## config.mk

```make
export PLATFORM = sky130hd
export DESIGN_NAME = smbcfg_regs
export DESIGN_NICKNAME = d
export VERILOG_FILES = /design/src/smbcfg_pkg.sv /design/src/smbcfg_evt_if.sv /design/src/smbcfg_pin_events.sv /design/src/smbcfg_pll_ratio.sv /design/src/smbcfg_regs.sv
export SDC_FILE = /design/constraint.sdc
export NUM_CORES = 1
export LEC_CHECK = 0
export BUFFER_PORTS_ARGS = -buffer_cell sky130_fd_sc_hd__buf_4
export CAP_MARGIN = 20
export CELL_PAD_IN_SITES_DETAIL_PLACEMENT = 0
export CELL_PAD_IN_SITES_GLOBAL_PLACEMENT = 2
export CORE_ASPECT_RATIO = 0.9
export CORE_MARGIN = 2
export CORE_UTILIZATION = 36
export DETAILED_ROUTE_END_ITERATION = 16
export MAX_ROUTING_LAYER = met4
export PLACE_DENSITY_LB_ADDON = 0.1
export SYNTH_ARGS = -nofsm -noshare
export SYNTH_HDL_FRONTEND = slang
export SYNTH_SLANG_ARGS = --single-unit
```

## constraint.sdc

```tcl
create_clock -name clk -period 2.4 [get_ports clk]
set_input_delay 0 -clock clk [delete_from_list [all_inputs] [get_ports clk]]
set_output_delay 0 -clock clk [all_outputs]
set_load 0.02 [all_outputs]
```

## src/smbcfg_pkg.sv

```systemverilog
// Constants and types shared by the clock generator configuration registers.
package smbcfg_pkg;

    // ************************************************************
    // Register byte offsets
    // ************************************************************
    localparam logic [7:0] OFS_AUX       = 8'h05;
    localparam logic [7:0] OFS_PART_ID   = 8'h06;
    localparam logic [7:0] OFS_MAKER_REV = 8'h07;
    localparam logic [7:0] OFS_RB_LEN    = 8'h08;
    localparam logic [7:0] OFS_SPARE9    = 8'h09;
    localparam logic [7:0] OFS_PLL_GATE  = 8'h0a;
    localparam logic [7:0] OFS_RSVD_LO   = 8'h0b;
    localparam logic [7:0] OFS_RSVD_HI   = 8'h0e;
    localparam logic [7:0] OFS_DIV_HI    = 8'h0f;
    localparam logic [7:0] OFS_FB_LO     = 8'h10;

    // ************************************************************
    // Field positions
    // ************************************************************
    localparam int AUX_B_EN_BIT  = 7;
    localparam int AUX_A_EN_BIT  = 6;
    localparam int AUX_B_DRV_BIT = 5;
    localparam int AUX_A_DRV_BIT = 4;
    localparam int SWING_MSB     = 2;
    localparam int SWING_LSB     = 0;
    localparam int GATE_BIT      = 7;
    localparam int FB_BIT8_POS   = 7;
    localparam int FB_BIT9_POS   = 6;
    localparam int REF_MSB       = 5;

    // ************************************************************
    // Reset values and read fill bytes
    // ************************************************************
    localparam logic [7:0] RST_AUX    = 8'hf5;
    localparam logic [7:0] RST_RB_LEN = 8'h09;
    localparam logic [7:0] RST_SPARE  = 8'h00;
    localparam logic [7:0] RST_GATE   = 8'h00;
    localparam logic [7:0] RST_DIV_HI = 8'h00;
    localparam logic [7:0] RST_FB_LO  = 8'h00;
    localparam logic [7:0] READ_NONE  = 8'h00;
    localparam logic [7:0] READ_IDLE  = 8'hff;

    // ************************************************************
    // Serial bus framing and divider offsets
    // ************************************************************
    localparam logic [6:0] SLAVE_ADDR    = 7'h69;
    localparam logic [3:0] LAST_DATA_BIT = 4'h7;
    localparam logic [3:0] ACK_SLOT      = 4'h8;
    localparam int         FB_OFFSET     = 8;
    localparam int         REF_OFFSET    = 2;

    // One-hot states of the serial byte engine.
    typedef enum logic [5:0] {
        SMBCFG_IDLE  = 6'h01,
        SMBCFG_ADDR  = 6'h02,
        SMBCFG_CMD   = 6'h04,
        SMBCFG_COUNT = 6'h08,
        SMBCFG_WDATA = 6'h10,
        SMBCFG_RDATA = 6'h20
    } smbcfg_state_t;

endpackage

```

## src/smbcfg_evt_if.sv

```systemverilog
// Serial bus line events passed from the pin front end to the register block.
interface smbcfg_evt_if;
    logic start;
    logic stop;
    logic rise;
    logic fall;
    logic sda;

    modport src (output start, stop, rise, fall, sda);
    modport dst (input start, stop, rise, fall, sda);
endinterface

```

## src/smbcfg_pin_events.sv

```systemverilog
// Detects start, stop and clock edges on the serial bus pins.
module smbcfg_pin_events (
    input  wire logic   clk,
    input  wire logic   resetn,
    input  wire logic   sclk,
    input  wire logic   sdata_i,
    smbcfg_evt_if.src   evt
);

    logic scl_q;
    logic sda_q;

    // Previous line levels; idle bus lines rest high.
    always_ff @(posedge clk or negedge resetn) begin
        if (!resetn) begin
            scl_q <= 1'b1;
            sda_q <= 1'b1;
        end else begin
            scl_q <= sclk;
            sda_q <= sdata_i;
        end
    end

    // Data falling or rising while the clock stays high frames a transfer.
    assign evt.start = scl_q & sclk & sda_q & ~sdata_i;
    assign evt.stop  = scl_q & sclk & ~sda_q & sdata_i;
    assign evt.rise  = ~scl_q & sclk;
    assign evt.fall  = scl_q & ~sclk;
    assign evt.sda   = sdata_i;

endmodule

```

## src/smbcfg_pll_ratio.sv

```systemverilog
// Registers the CPU PLL multiply and divide terms from the divider fields.
module smbcfg_pll_ratio #(
    parameter int FB_W  = 10,
    parameter int REF_W = 6
) (
    input  wire logic             clk,
    input  wire logic             resetn,
    input  wire logic             enable,
    input  wire logic [FB_W-1:0]  fb_div,
    input  wire logic [REF_W-1:0] ref_div,
    output logic      [FB_W:0]    mult,
    output logic      [REF_W:0]   div,
    output logic                  valid
);

    if (FB_W < 4 || REF_W < 2) begin : g_width_check
        $error("smbcfg_pll_ratio: divider widths too small");
    end

    // ************************************************************
    // Ratio terms
    // ************************************************************

    // Terms only follow the fields while programming is allowed.
    always_ff @(posedge clk or negedge resetn) begin
        if (!resetn) begin
            mult  <= '0;
            div   <= '0;
            valid <= 1'b0;
        end else begin
            valid <= enable;
            if (enable) begin
                mult <= {1'b0, fb_div}
                        + (FB_W+1)'(smbcfg_pkg::FB_OFFSET);
                div  <= {1'b0, ref_div}
                        + (REF_W+1)'(smbcfg_pkg::REF_OFFSET);
            end
        end
    end

endmodule

```

## src/smbcfg_regs.sv

```systemverilog
// Configuration and identity registers of the clock generator, bus-accessed.
module smbcfg_regs #(
    parameter logic [7:0] DEVICE_CODE   = 8'ha3, // Arbitrary value.
    parameter logic [3:0] REVISION_CODE = 4'h2,  // Arbitrary value.
    parameter logic [3:0] MAKER_CODE    = 4'h6,  // Arbitrary value.
    parameter logic [6:0] BUS_ADDR      = smbcfg_pkg::SLAVE_ADDR
) (
    input  wire logic        clk,
    input  wire logic        resetn,
    input  wire logic        sclk,
    input  wire logic        sdata_i,
    output logic             sdata_o,
    output logic             sdata_oe,
    output logic             aux_clock_b_enable,
    output logic             aux_clock_a_enable,
    output logic             aux_clock_b_two_loads,
    output logic             aux_clock_a_two_loads,
    output logic [2:0]       swing_select,
    output logic [7:0]       readback_count,
    output logic             pll_prog_enable,
    output logic [9:0]       feedback_divider,
    output logic [5:0]       reference_divider,
    output logic [10:0]      pll_mult,
    output logic [6:0]       pll_div,
    output logic             pll_ratio_valid
);

    if (BUS_ADDR == 7'h00) begin : g_addr_check
        $error("smbcfg_regs: bus address zero is the general call");
    end

    // ************************************************************
    // Declarations
    // ************************************************************
    smbcfg_evt_if evt ();

    smbcfg_pkg::smbcfg_state_t state_q;
    logic [3:0] bit_cnt_q;
    logic [7:0] shift_q;
    logic [7:0] ptr_q;
    logic [7:0] tx_q;
    logic [7:0] rd_left_q;
    logic       rw_q;
    logic       host_nack_q;
    logic       sda_oe_q;

    logic [7:0] aux_q;
    logic [7:0] rb_len_q;
    logic [7:0] spare_q;
    logic [7:0] gate_q;
    logic [7:0] div_hi_q;
    logic [7:0] fb_lo_q;

    logic       byte_done;
    logic       slot_done;
    logic       addr_hit;
    logic       rx_state;
    logic       wr_en;
    logic       go_read;
    logic [7:0] reg_rd;
    logic [7:0] load_byte;

    // ************************************************************
    // Pin front end
    // ************************************************************
    smbcfg_pin_events u_pins (
        .clk     (clk),
        .resetn  (resetn),
        .sclk    (sclk),
        .sdata_i (sdata_i),
        .evt     (evt.src)
    );

    // ************************************************************
    // Byte framing
    // ************************************************************

    // Eighth data bit done, and acknowledge slot done, on clock fall.
    assign byte_done = evt.fall && (bit_cnt_q == smbcfg_pkg::LAST_DATA_BIT);
    assign slot_done = evt.fall && (bit_cnt_q == smbcfg_pkg::ACK_SLOT);
    assign addr_hit  = (shift_q[7:1] == BUS_ADDR);
    assign rx_state  = (state_q == smbcfg_pkg::SMBCFG_ADDR)
                    || (state_q == smbcfg_pkg::SMBCFG_CMD)
                    || (state_q == smbcfg_pkg::SMBCFG_COUNT)
                    || (state_q == smbcfg_pkg::SMBCFG_WDATA);
    assign wr_en     = byte_done && (state_q == smbcfg_pkg::SMBCFG_WDATA);

    // A read continues after the address or after a host acknowledge.
    assign go_read = slot_done
                  && (((state_q == smbcfg_pkg::SMBCFG_ADDR) && rw_q)
                  || ((state_q == smbcfg_pkg::SMBCFG_RDATA) && !host_nack_q));

    // Counts bit and ack falls; a start parks it so its own fall is skipped.
    always_ff @(posedge clk or negedge resetn) begin
        if (!resetn) begin
            bit_cnt_q <= 4'h0;
        end else if (evt.start || evt.stop) begin
            bit_cnt_q <= evt.start ? 4'hf : 4'h0;
        end else if (evt.fall) begin
            if (bit_cnt_q == smbcfg_pkg::ACK_SLOT) begin
                bit_cnt_q <= 4'h0;
            end else begin
                bit_cnt_q <= bit_cnt_q + 4'h1;
            end
        end
    end

    // Samples data bits on rising clock, most significant first.
    always_ff @(posedge clk or negedge resetn) begin
        if (!resetn) begin
            shift_q <= 8'h00;
        end else if (evt.rise && (bit_cnt_q < smbcfg_pkg::ACK_SLOT)) begin
            shift_q <= {shift_q[6:0], evt.sda};
        end
    end

    // Captures the host answer in the acknowledge slot of a read byte.
    always_ff @(posedge clk or negedge resetn) begin
        if (!resetn) begin
            host_nack_q <= 1'b0;
        end else if (evt.rise && (bit_cnt_q == smbcfg_pkg::ACK_SLOT)) begin
            host_nack_q <= evt.sda;
        end
    end

    // ************************************************************
    // Transfer sequencing
    // ************************************************************

    // Walks address, command, count, then write data bytes; a read address goes straight to read data bytes.
    always_ff @(posedge clk or negedge resetn) begin
        if (!resetn) begin
            state_q <= smbcfg_pkg::SMBCFG_IDLE;
            rw_q    <= 1'b0;
        end else if (evt.start) begin
            state_q <= smbcfg_pkg::SMBCFG_ADDR;
        end else if (evt.stop) begin
            state_q <= smbcfg_pkg::SMBCFG_IDLE;
        end else if (byte_done && (state_q == smbcfg_pkg::SMBCFG_ADDR)) begin
            rw_q <= shift_q[0];
            if (!addr_hit) begin
                state_q <= smbcfg_pkg::SMBCFG_IDLE;
            end
        end else if (slot_done) begin
            unique case (state_q)
                smbcfg_pkg::SMBCFG_ADDR: begin
                    state_q <= rw_q ? smbcfg_pkg::SMBCFG_RDATA
                                    : smbcfg_pkg::SMBCFG_CMD;
                end
                smbcfg_pkg::SMBCFG_CMD:   state_q <= smbcfg_pkg::SMBCFG_COUNT;
                smbcfg_pkg::SMBCFG_COUNT: state_q <= smbcfg_pkg::SMBCFG_WDATA;
                smbcfg_pkg::SMBCFG_WDATA: state_q <= smbcfg_pkg::SMBCFG_WDATA;
                smbcfg_pkg::SMBCFG_RDATA: begin
                    if (host_nack_q) begin
                        state_q <= smbcfg_pkg::SMBCFG_IDLE;
                    end
                end
                smbcfg_pkg::SMBCFG_IDLE:  state_q <= smbcfg_pkg::SMBCFG_IDLE;
            endcase
        end
    end

    // Register pointer: set by the command byte, stepped per data byte.
    always_ff @(posedge clk or negedge resetn) begin
        if (!resetn) begin
            ptr_q <= 8'h00;
        end else if (byte_done && (state_q == smbcfg_pkg::SMBCFG_CMD)) begin
            ptr_q <= shift_q;
        end else if (wr_en) begin
            ptr_q <= ptr_q + 8'h01;
        end else if (go_read && (state_q == smbcfg_pkg::SMBCFG_RDATA)
                     && (rd_left_q != 8'h00)) begin
            ptr_q <= ptr_q + 8'h01;
        end
    end

    always_ff @(posedge clk or negedge resetn) begin
        if (!resetn) begin
            rd_left_q <= 8'h00;
        end else if (go_read && (state_q == smbcfg_pkg::SMBCFG_ADDR)) begin
            rd_left_q <= rb_len_q;
        end else if (go_read && (rd_left_q != 8'h00)) begin
            rd_left_q <= rd_left_q - 8'h01;
        end
    end

    // ************************************************************
    // Read path
    // ************************************************************

    // Selects the register byte at the pointer.
    always_comb begin
        unique case (ptr_q)
            smbcfg_pkg::OFS_AUX:       reg_rd = aux_q;
            smbcfg_pkg::OFS_PART_ID:   reg_rd = DEVICE_CODE;
            smbcfg_pkg::OFS_MAKER_REV: reg_rd = {REVISION_CODE, MAKER_CODE};
            smbcfg_pkg::OFS_RB_LEN:    reg_rd = rb_len_q;
            smbcfg_pkg::OFS_SPARE9:    reg_rd = spare_q;
            smbcfg_pkg::OFS_PLL_GATE:  reg_rd = gate_q;
            smbcfg_pkg::OFS_DIV_HI:    reg_rd = div_hi_q;
            smbcfg_pkg::OFS_FB_LO:     reg_rd = fb_lo_q;
            default:                   reg_rd = smbcfg_pkg::READ_NONE;
        endcase
    end

    // First read byte is the count, then registers until it runs out.
    always_comb begin
        if (state_q == smbcfg_pkg::SMBCFG_ADDR) begin
            load_byte = rb_len_q;
        end else if (rd_left_q == 8'h00) begin
            load_byte = smbcfg_pkg::READ_IDLE;
        end else begin
            load_byte = reg_rd;
        end
    end

    // Holds the byte being sent, moved left on the falls after its first seven bits.
    always_ff @(posedge clk or negedge resetn) begin
        if (!resetn) begin
            tx_q <= 8'h00;
        end else if (go_read) begin
            tx_q <= load_byte;
        end else if (evt.fall && (state_q == smbcfg_pkg::SMBCFG_RDATA)
                     && (bit_cnt_q < smbcfg_pkg::LAST_DATA_BIT)) begin
            tx_q <= {tx_q[6:0], 1'b0};
        end
    end

    // Data line is changed only while the clock is low, save the release at a start or stop.
    always_ff @(posedge clk or negedge resetn) begin
        if (!resetn) begin
            sda_oe_q <= 1'b0;
        end else if (evt.start || evt.stop) begin
            sda_oe_q <= 1'b0;
        end else if (byte_done) begin
            sda_oe_q <= rx_state
                        && !((state_q == smbcfg_pkg::SMBCFG_ADDR) && !addr_hit);
        end else if (slot_done) begin
            sda_oe_q <= go_read && !load_byte[7];
        end else if (evt.fall && (state_q == smbcfg_pkg::SMBCFG_RDATA)) begin
            sda_oe_q <= !tx_q[6];
        end
    end

    assign sdata_o  = 1'b0;
    assign sdata_oe = sda_oe_q;

    // ************************************************************
    // Register file
    // ************************************************************

    // Stores data bytes; unlisted offsets take the byte and drop it.
    always_ff @(posedge clk or negedge resetn) begin
        if (!resetn) begin
            aux_q    <= smbcfg_pkg::RST_AUX;
            rb_len_q <= smbcfg_pkg::RST_RB_LEN;
            spare_q  <= smbcfg_pkg::RST_SPARE;
            gate_q   <= smbcfg_pkg::RST_GATE;
            div_hi_q <= smbcfg_pkg::RST_DIV_HI;
            fb_lo_q  <= smbcfg_pkg::RST_FB_LO;
        end else if (wr_en) begin
            unique case (ptr_q)
                smbcfg_pkg::OFS_AUX:      aux_q    <= shift_q;
                smbcfg_pkg::OFS_RB_LEN:   rb_len_q <= shift_q;
                smbcfg_pkg::OFS_SPARE9:   spare_q  <= shift_q;
                smbcfg_pkg::OFS_PLL_GATE: gate_q   <= shift_q;
                smbcfg_pkg::OFS_DIV_HI:   div_hi_q <= shift_q;
                smbcfg_pkg::OFS_FB_LO:    fb_lo_q  <= shift_q;
                default:                  ;
            endcase
        end
    end

    // ************************************************************
    // Control outputs
    // ************************************************************

    assign aux_clock_b_enable = aux_q[smbcfg_pkg::AUX_B_EN_BIT];
    assign aux_clock_a_enable = aux_q[smbcfg_pkg::AUX_A_EN_BIT];
    assign aux_clock_b_two_loads = aux_q[smbcfg_pkg::AUX_B_DRV_BIT];
    assign aux_clock_a_two_loads = aux_q[smbcfg_pkg::AUX_A_DRV_BIT];
    assign swing_select = aux_q[smbcfg_pkg::SWING_MSB:smbcfg_pkg::SWING_LSB];
    assign readback_count = rb_len_q;
    assign pll_prog_enable = gate_q[smbcfg_pkg::GATE_BIT];
    assign feedback_divider = {div_hi_q[smbcfg_pkg::FB_BIT9_POS],
                               div_hi_q[smbcfg_pkg::FB_BIT8_POS], fb_lo_q};
    assign reference_divider = div_hi_q[smbcfg_pkg::REF_MSB:0];

    smbcfg_pll_ratio #(
        .FB_W  (10),
        .REF_W (6)
    ) u_ratio (
        .clk     (clk),
        .resetn  (resetn),
        .enable  (pll_prog_enable),
        .fb_div  (feedback_divider),
        .ref_div (reference_divider),
        .mult    (pll_mult),
        .div     (pll_div),
        .valid   (pll_ratio_valid)
    );

endmodule

```

==> metrics.txt <==
outcome=finished clean; Post-synth top flop=dfrtp_1; Core Util, Final=46.1%; GPL Wtd Cong=0.870; Pleak=3.58 nW; Critical Path AT=2.55 ns; Worst Path Class, Setup=flip-flop to flip-flop; Starting Density=36.7%; PD cells=807 nW/um^2; Die X=139 um; WL final=16500 um; Area growth syn-to-layout=25.8%; boundary pin count=57; Mean Syn Cell Area=11.0 sq um; XOR/XNOR Fraction of Synth Area=1.92%; Setup Buffers After CTS=0; largest stage delay on the critical path=0.55 ns; Area contributors post-synth=dfrtp_1, mux2_2, dfstp_2, mux2_4, nand2_1; Slew @ Worst Pin=0.672 ns; most frequent cells in the layout=dfrtp_1, buf_4, nand2_1; H-tree levels=4; share of layout cells above drive strength 1=33.6%; total gr overflow=0; crit path launch type=flip-flop; hold_ws=0.113 ns; min cycle time layout=2.24 ns; Vias=4571; synthesis-stage register bit count=113; Die Y=126 um; hpwl dp=12000 um; largest net degree at the start of global routing=53; Buf/Inv on CP=0; Initial DRC Count=291; Reg2Reg Setup Slack=0.16 ns; Post-Route Setup TNS=0 ns; launch point of the worst path=ptr_q[6]; post-route ant nets=0; Mapped Nets=554; CTS Buf Count=17; final setup fails=0; overall power=6.00 mW; multiplexer area fraction after synthesis=14.2%; wire length per cell=19.4 um; CTS tree=built; Maximum Capacitance Violations=0; crit path max fanout=8; Rel. slew slack=55.0%; largest family of logic cells by synthesized area=simple AND/OR/NAND/NOR gates; vias in the first global route=4398; Initial DRT Pass Iterations=5; initial antenna violation count=0; EDFF count, synth=0; Final Skew=0.0129 ns; CP max-delay cell=or4_1; vias per cell=5.38; Seq/Total Area, Yosys=48.0%; Core ar.=16100 sq um; DRC Markers=0; root buffer cell=clkbuf_16; CTS max path bufs=2; clk_lat worst skew=0.43 ns; Slew Viols, Final=0; Largest delay share family, worst path=simple AND/OR/NAND/NOR gates; first-pass GRT wire length=26100 um; Tcrit/Tclk final=93.5%; Synth Area in Adders=2.11%; Yosys warning count=0; Async S/R FF share, synth=100%; post-synthesis simple-gate area fraction=15.1%; # nets final=643; IO Port Bufs=55; Core Rows=44; Yosys top cell by area=dfrtp_1; synthesized instance count=540; clk sinks=113; clock slew at reported path FFs=0.06 ns; maximum VDD drop=0.506 mV; RR Startpoint=ptr_q[6]; RSZ-0062 raised after global routing=false; post-synthesis compound-gate area fraction=14.1%; final hold vios=0; Total Die Area=17500 sq um; All-Layer GR Usage=20.2%; CP Capture Type=flip-flop; Post-Syn Area=5920 sq um; maximum clock frequency=446 MHz; worst slack, placed=0.0839 ns; HP Class=input port to asynchronous set/reset pin; diode count=0; crit-path cells=or4_1 > or3b_4 > nor2_8 > nand2_8 > mux2_4; Netlist cell types=75; most common cell after layout, fill and taps aside=dfrtp_1; CP required=2.70 ns; Synth top area share=43.1%; fin worst setup slack=0.156 ns
final cells by class:
class                      instances  area, sq um
clock buffer                      23          488
timing repair buffer             104          801
fill                            1512         8690
sequential                       113         2840
clock inverter                     9          154
multi-input combinational        376         2840
inverter                          17         63.8
tap                              207          259
timing repair:
| item | in CTS | in global routing |
|---|---|---|
| hold endpoints to repair | 49 | 0 |
| endpoints found under the setup margin | 0 | 43 |
| hold buffers | 3 | 0 |
| resized for setup | 0 | 5 |
logic make-up after synthesis:
group	Yosys count
buf+inv	51
simple gates	162
other cells	1
compound gates	120
xor+xnor	13
fa+ha+maj	10
flops	113
mux	70
flip-flops by register name (all words and copies together) (netlist names):
name            flops
aux_q               8
u_pins.sda_q        1
gate_q              8
tx_q                7
state_q             6
u_ratio.valid       1
ptr_q               8
fb_lo_q             8
rw_q                1
u_pins.scl_q        1
sdata_oe            1
readback_count      8
shift_q             8
spare_q             8
div_hi_q            8
bit_cnt_q           4
rd_left_q           8
host_nack_q         1
u_ratio.div         7
u_ratio.mult       11
worst paths after layout:
path | endpoint | depth (start not counted)
setup / recovery | gate_q[0] | 5
hold / removal | rd_left_q[2] | 2
setup reg to reg | gate_q[0] | 5
hold reg to reg | aux_q[3] | 1
max in group asynchronous | aux_q[0] | 3
min in group clk | u_pins.sda_q | 2
where the power goes:
part	internal, mW	switching (mW)	leakage (nW)
logic	0.429	0.634	1.77
registers	2.06	0.146	1.50
clock network	1.84	0.891	0.309
routing by layer:
| layer | share of wire [%] | global-route usage, % | vias up |
|---|---|---|---|
| met5 | 0 | - | - |
| li1 | - | - | 2148 |
| met1 | 51 | 29.1 | 2306 |
| met4 | 1.2 | 6.06 | 0 |
| met3 | 3.6 | 4.22 | 16 |
| met2 | 44 | 28.7 | 101 |
cell usage after synthesis, types with 3 or more instances:
master,n
dfrtp_1,102
nand2_1,47
mux2_2,41
nor2_1,29
o21ai_0,22
a21oi_1,21
nand3_1,19
inv_1,17
mux2_4,16
clkbuf_1,15
a22oi_1,14
dfstp_2,11
ha_1,10
nor3_1,10
nand2b_1,9
mux2_1,8
a221o_1,7
buf_4,7
xor2_1,7
and2_1,6
o211ai_1,6
xnor2_1,6
mux2i_1,5
nor2b_1,5
nor3b_1,5
o22ai_1,5
a31oi_1,4
and3_1,4
and3_2,4
buf_6,4
o22a_1,4
o31ai_1,4
a211oi_1,3
a21o_1,3
buf_1,3
buf_2,3
o211a_1,3
o21ai_1,3
metrics by stage:
stage               instance area [sq um]  std cells
global placement                     6750        814
finish                               7440        849
global route                         7440        849
CTS                                  7420        849
floorplan                            5920        540
detailed placement                   6750        814
Power figures use the tool's default switching activity.
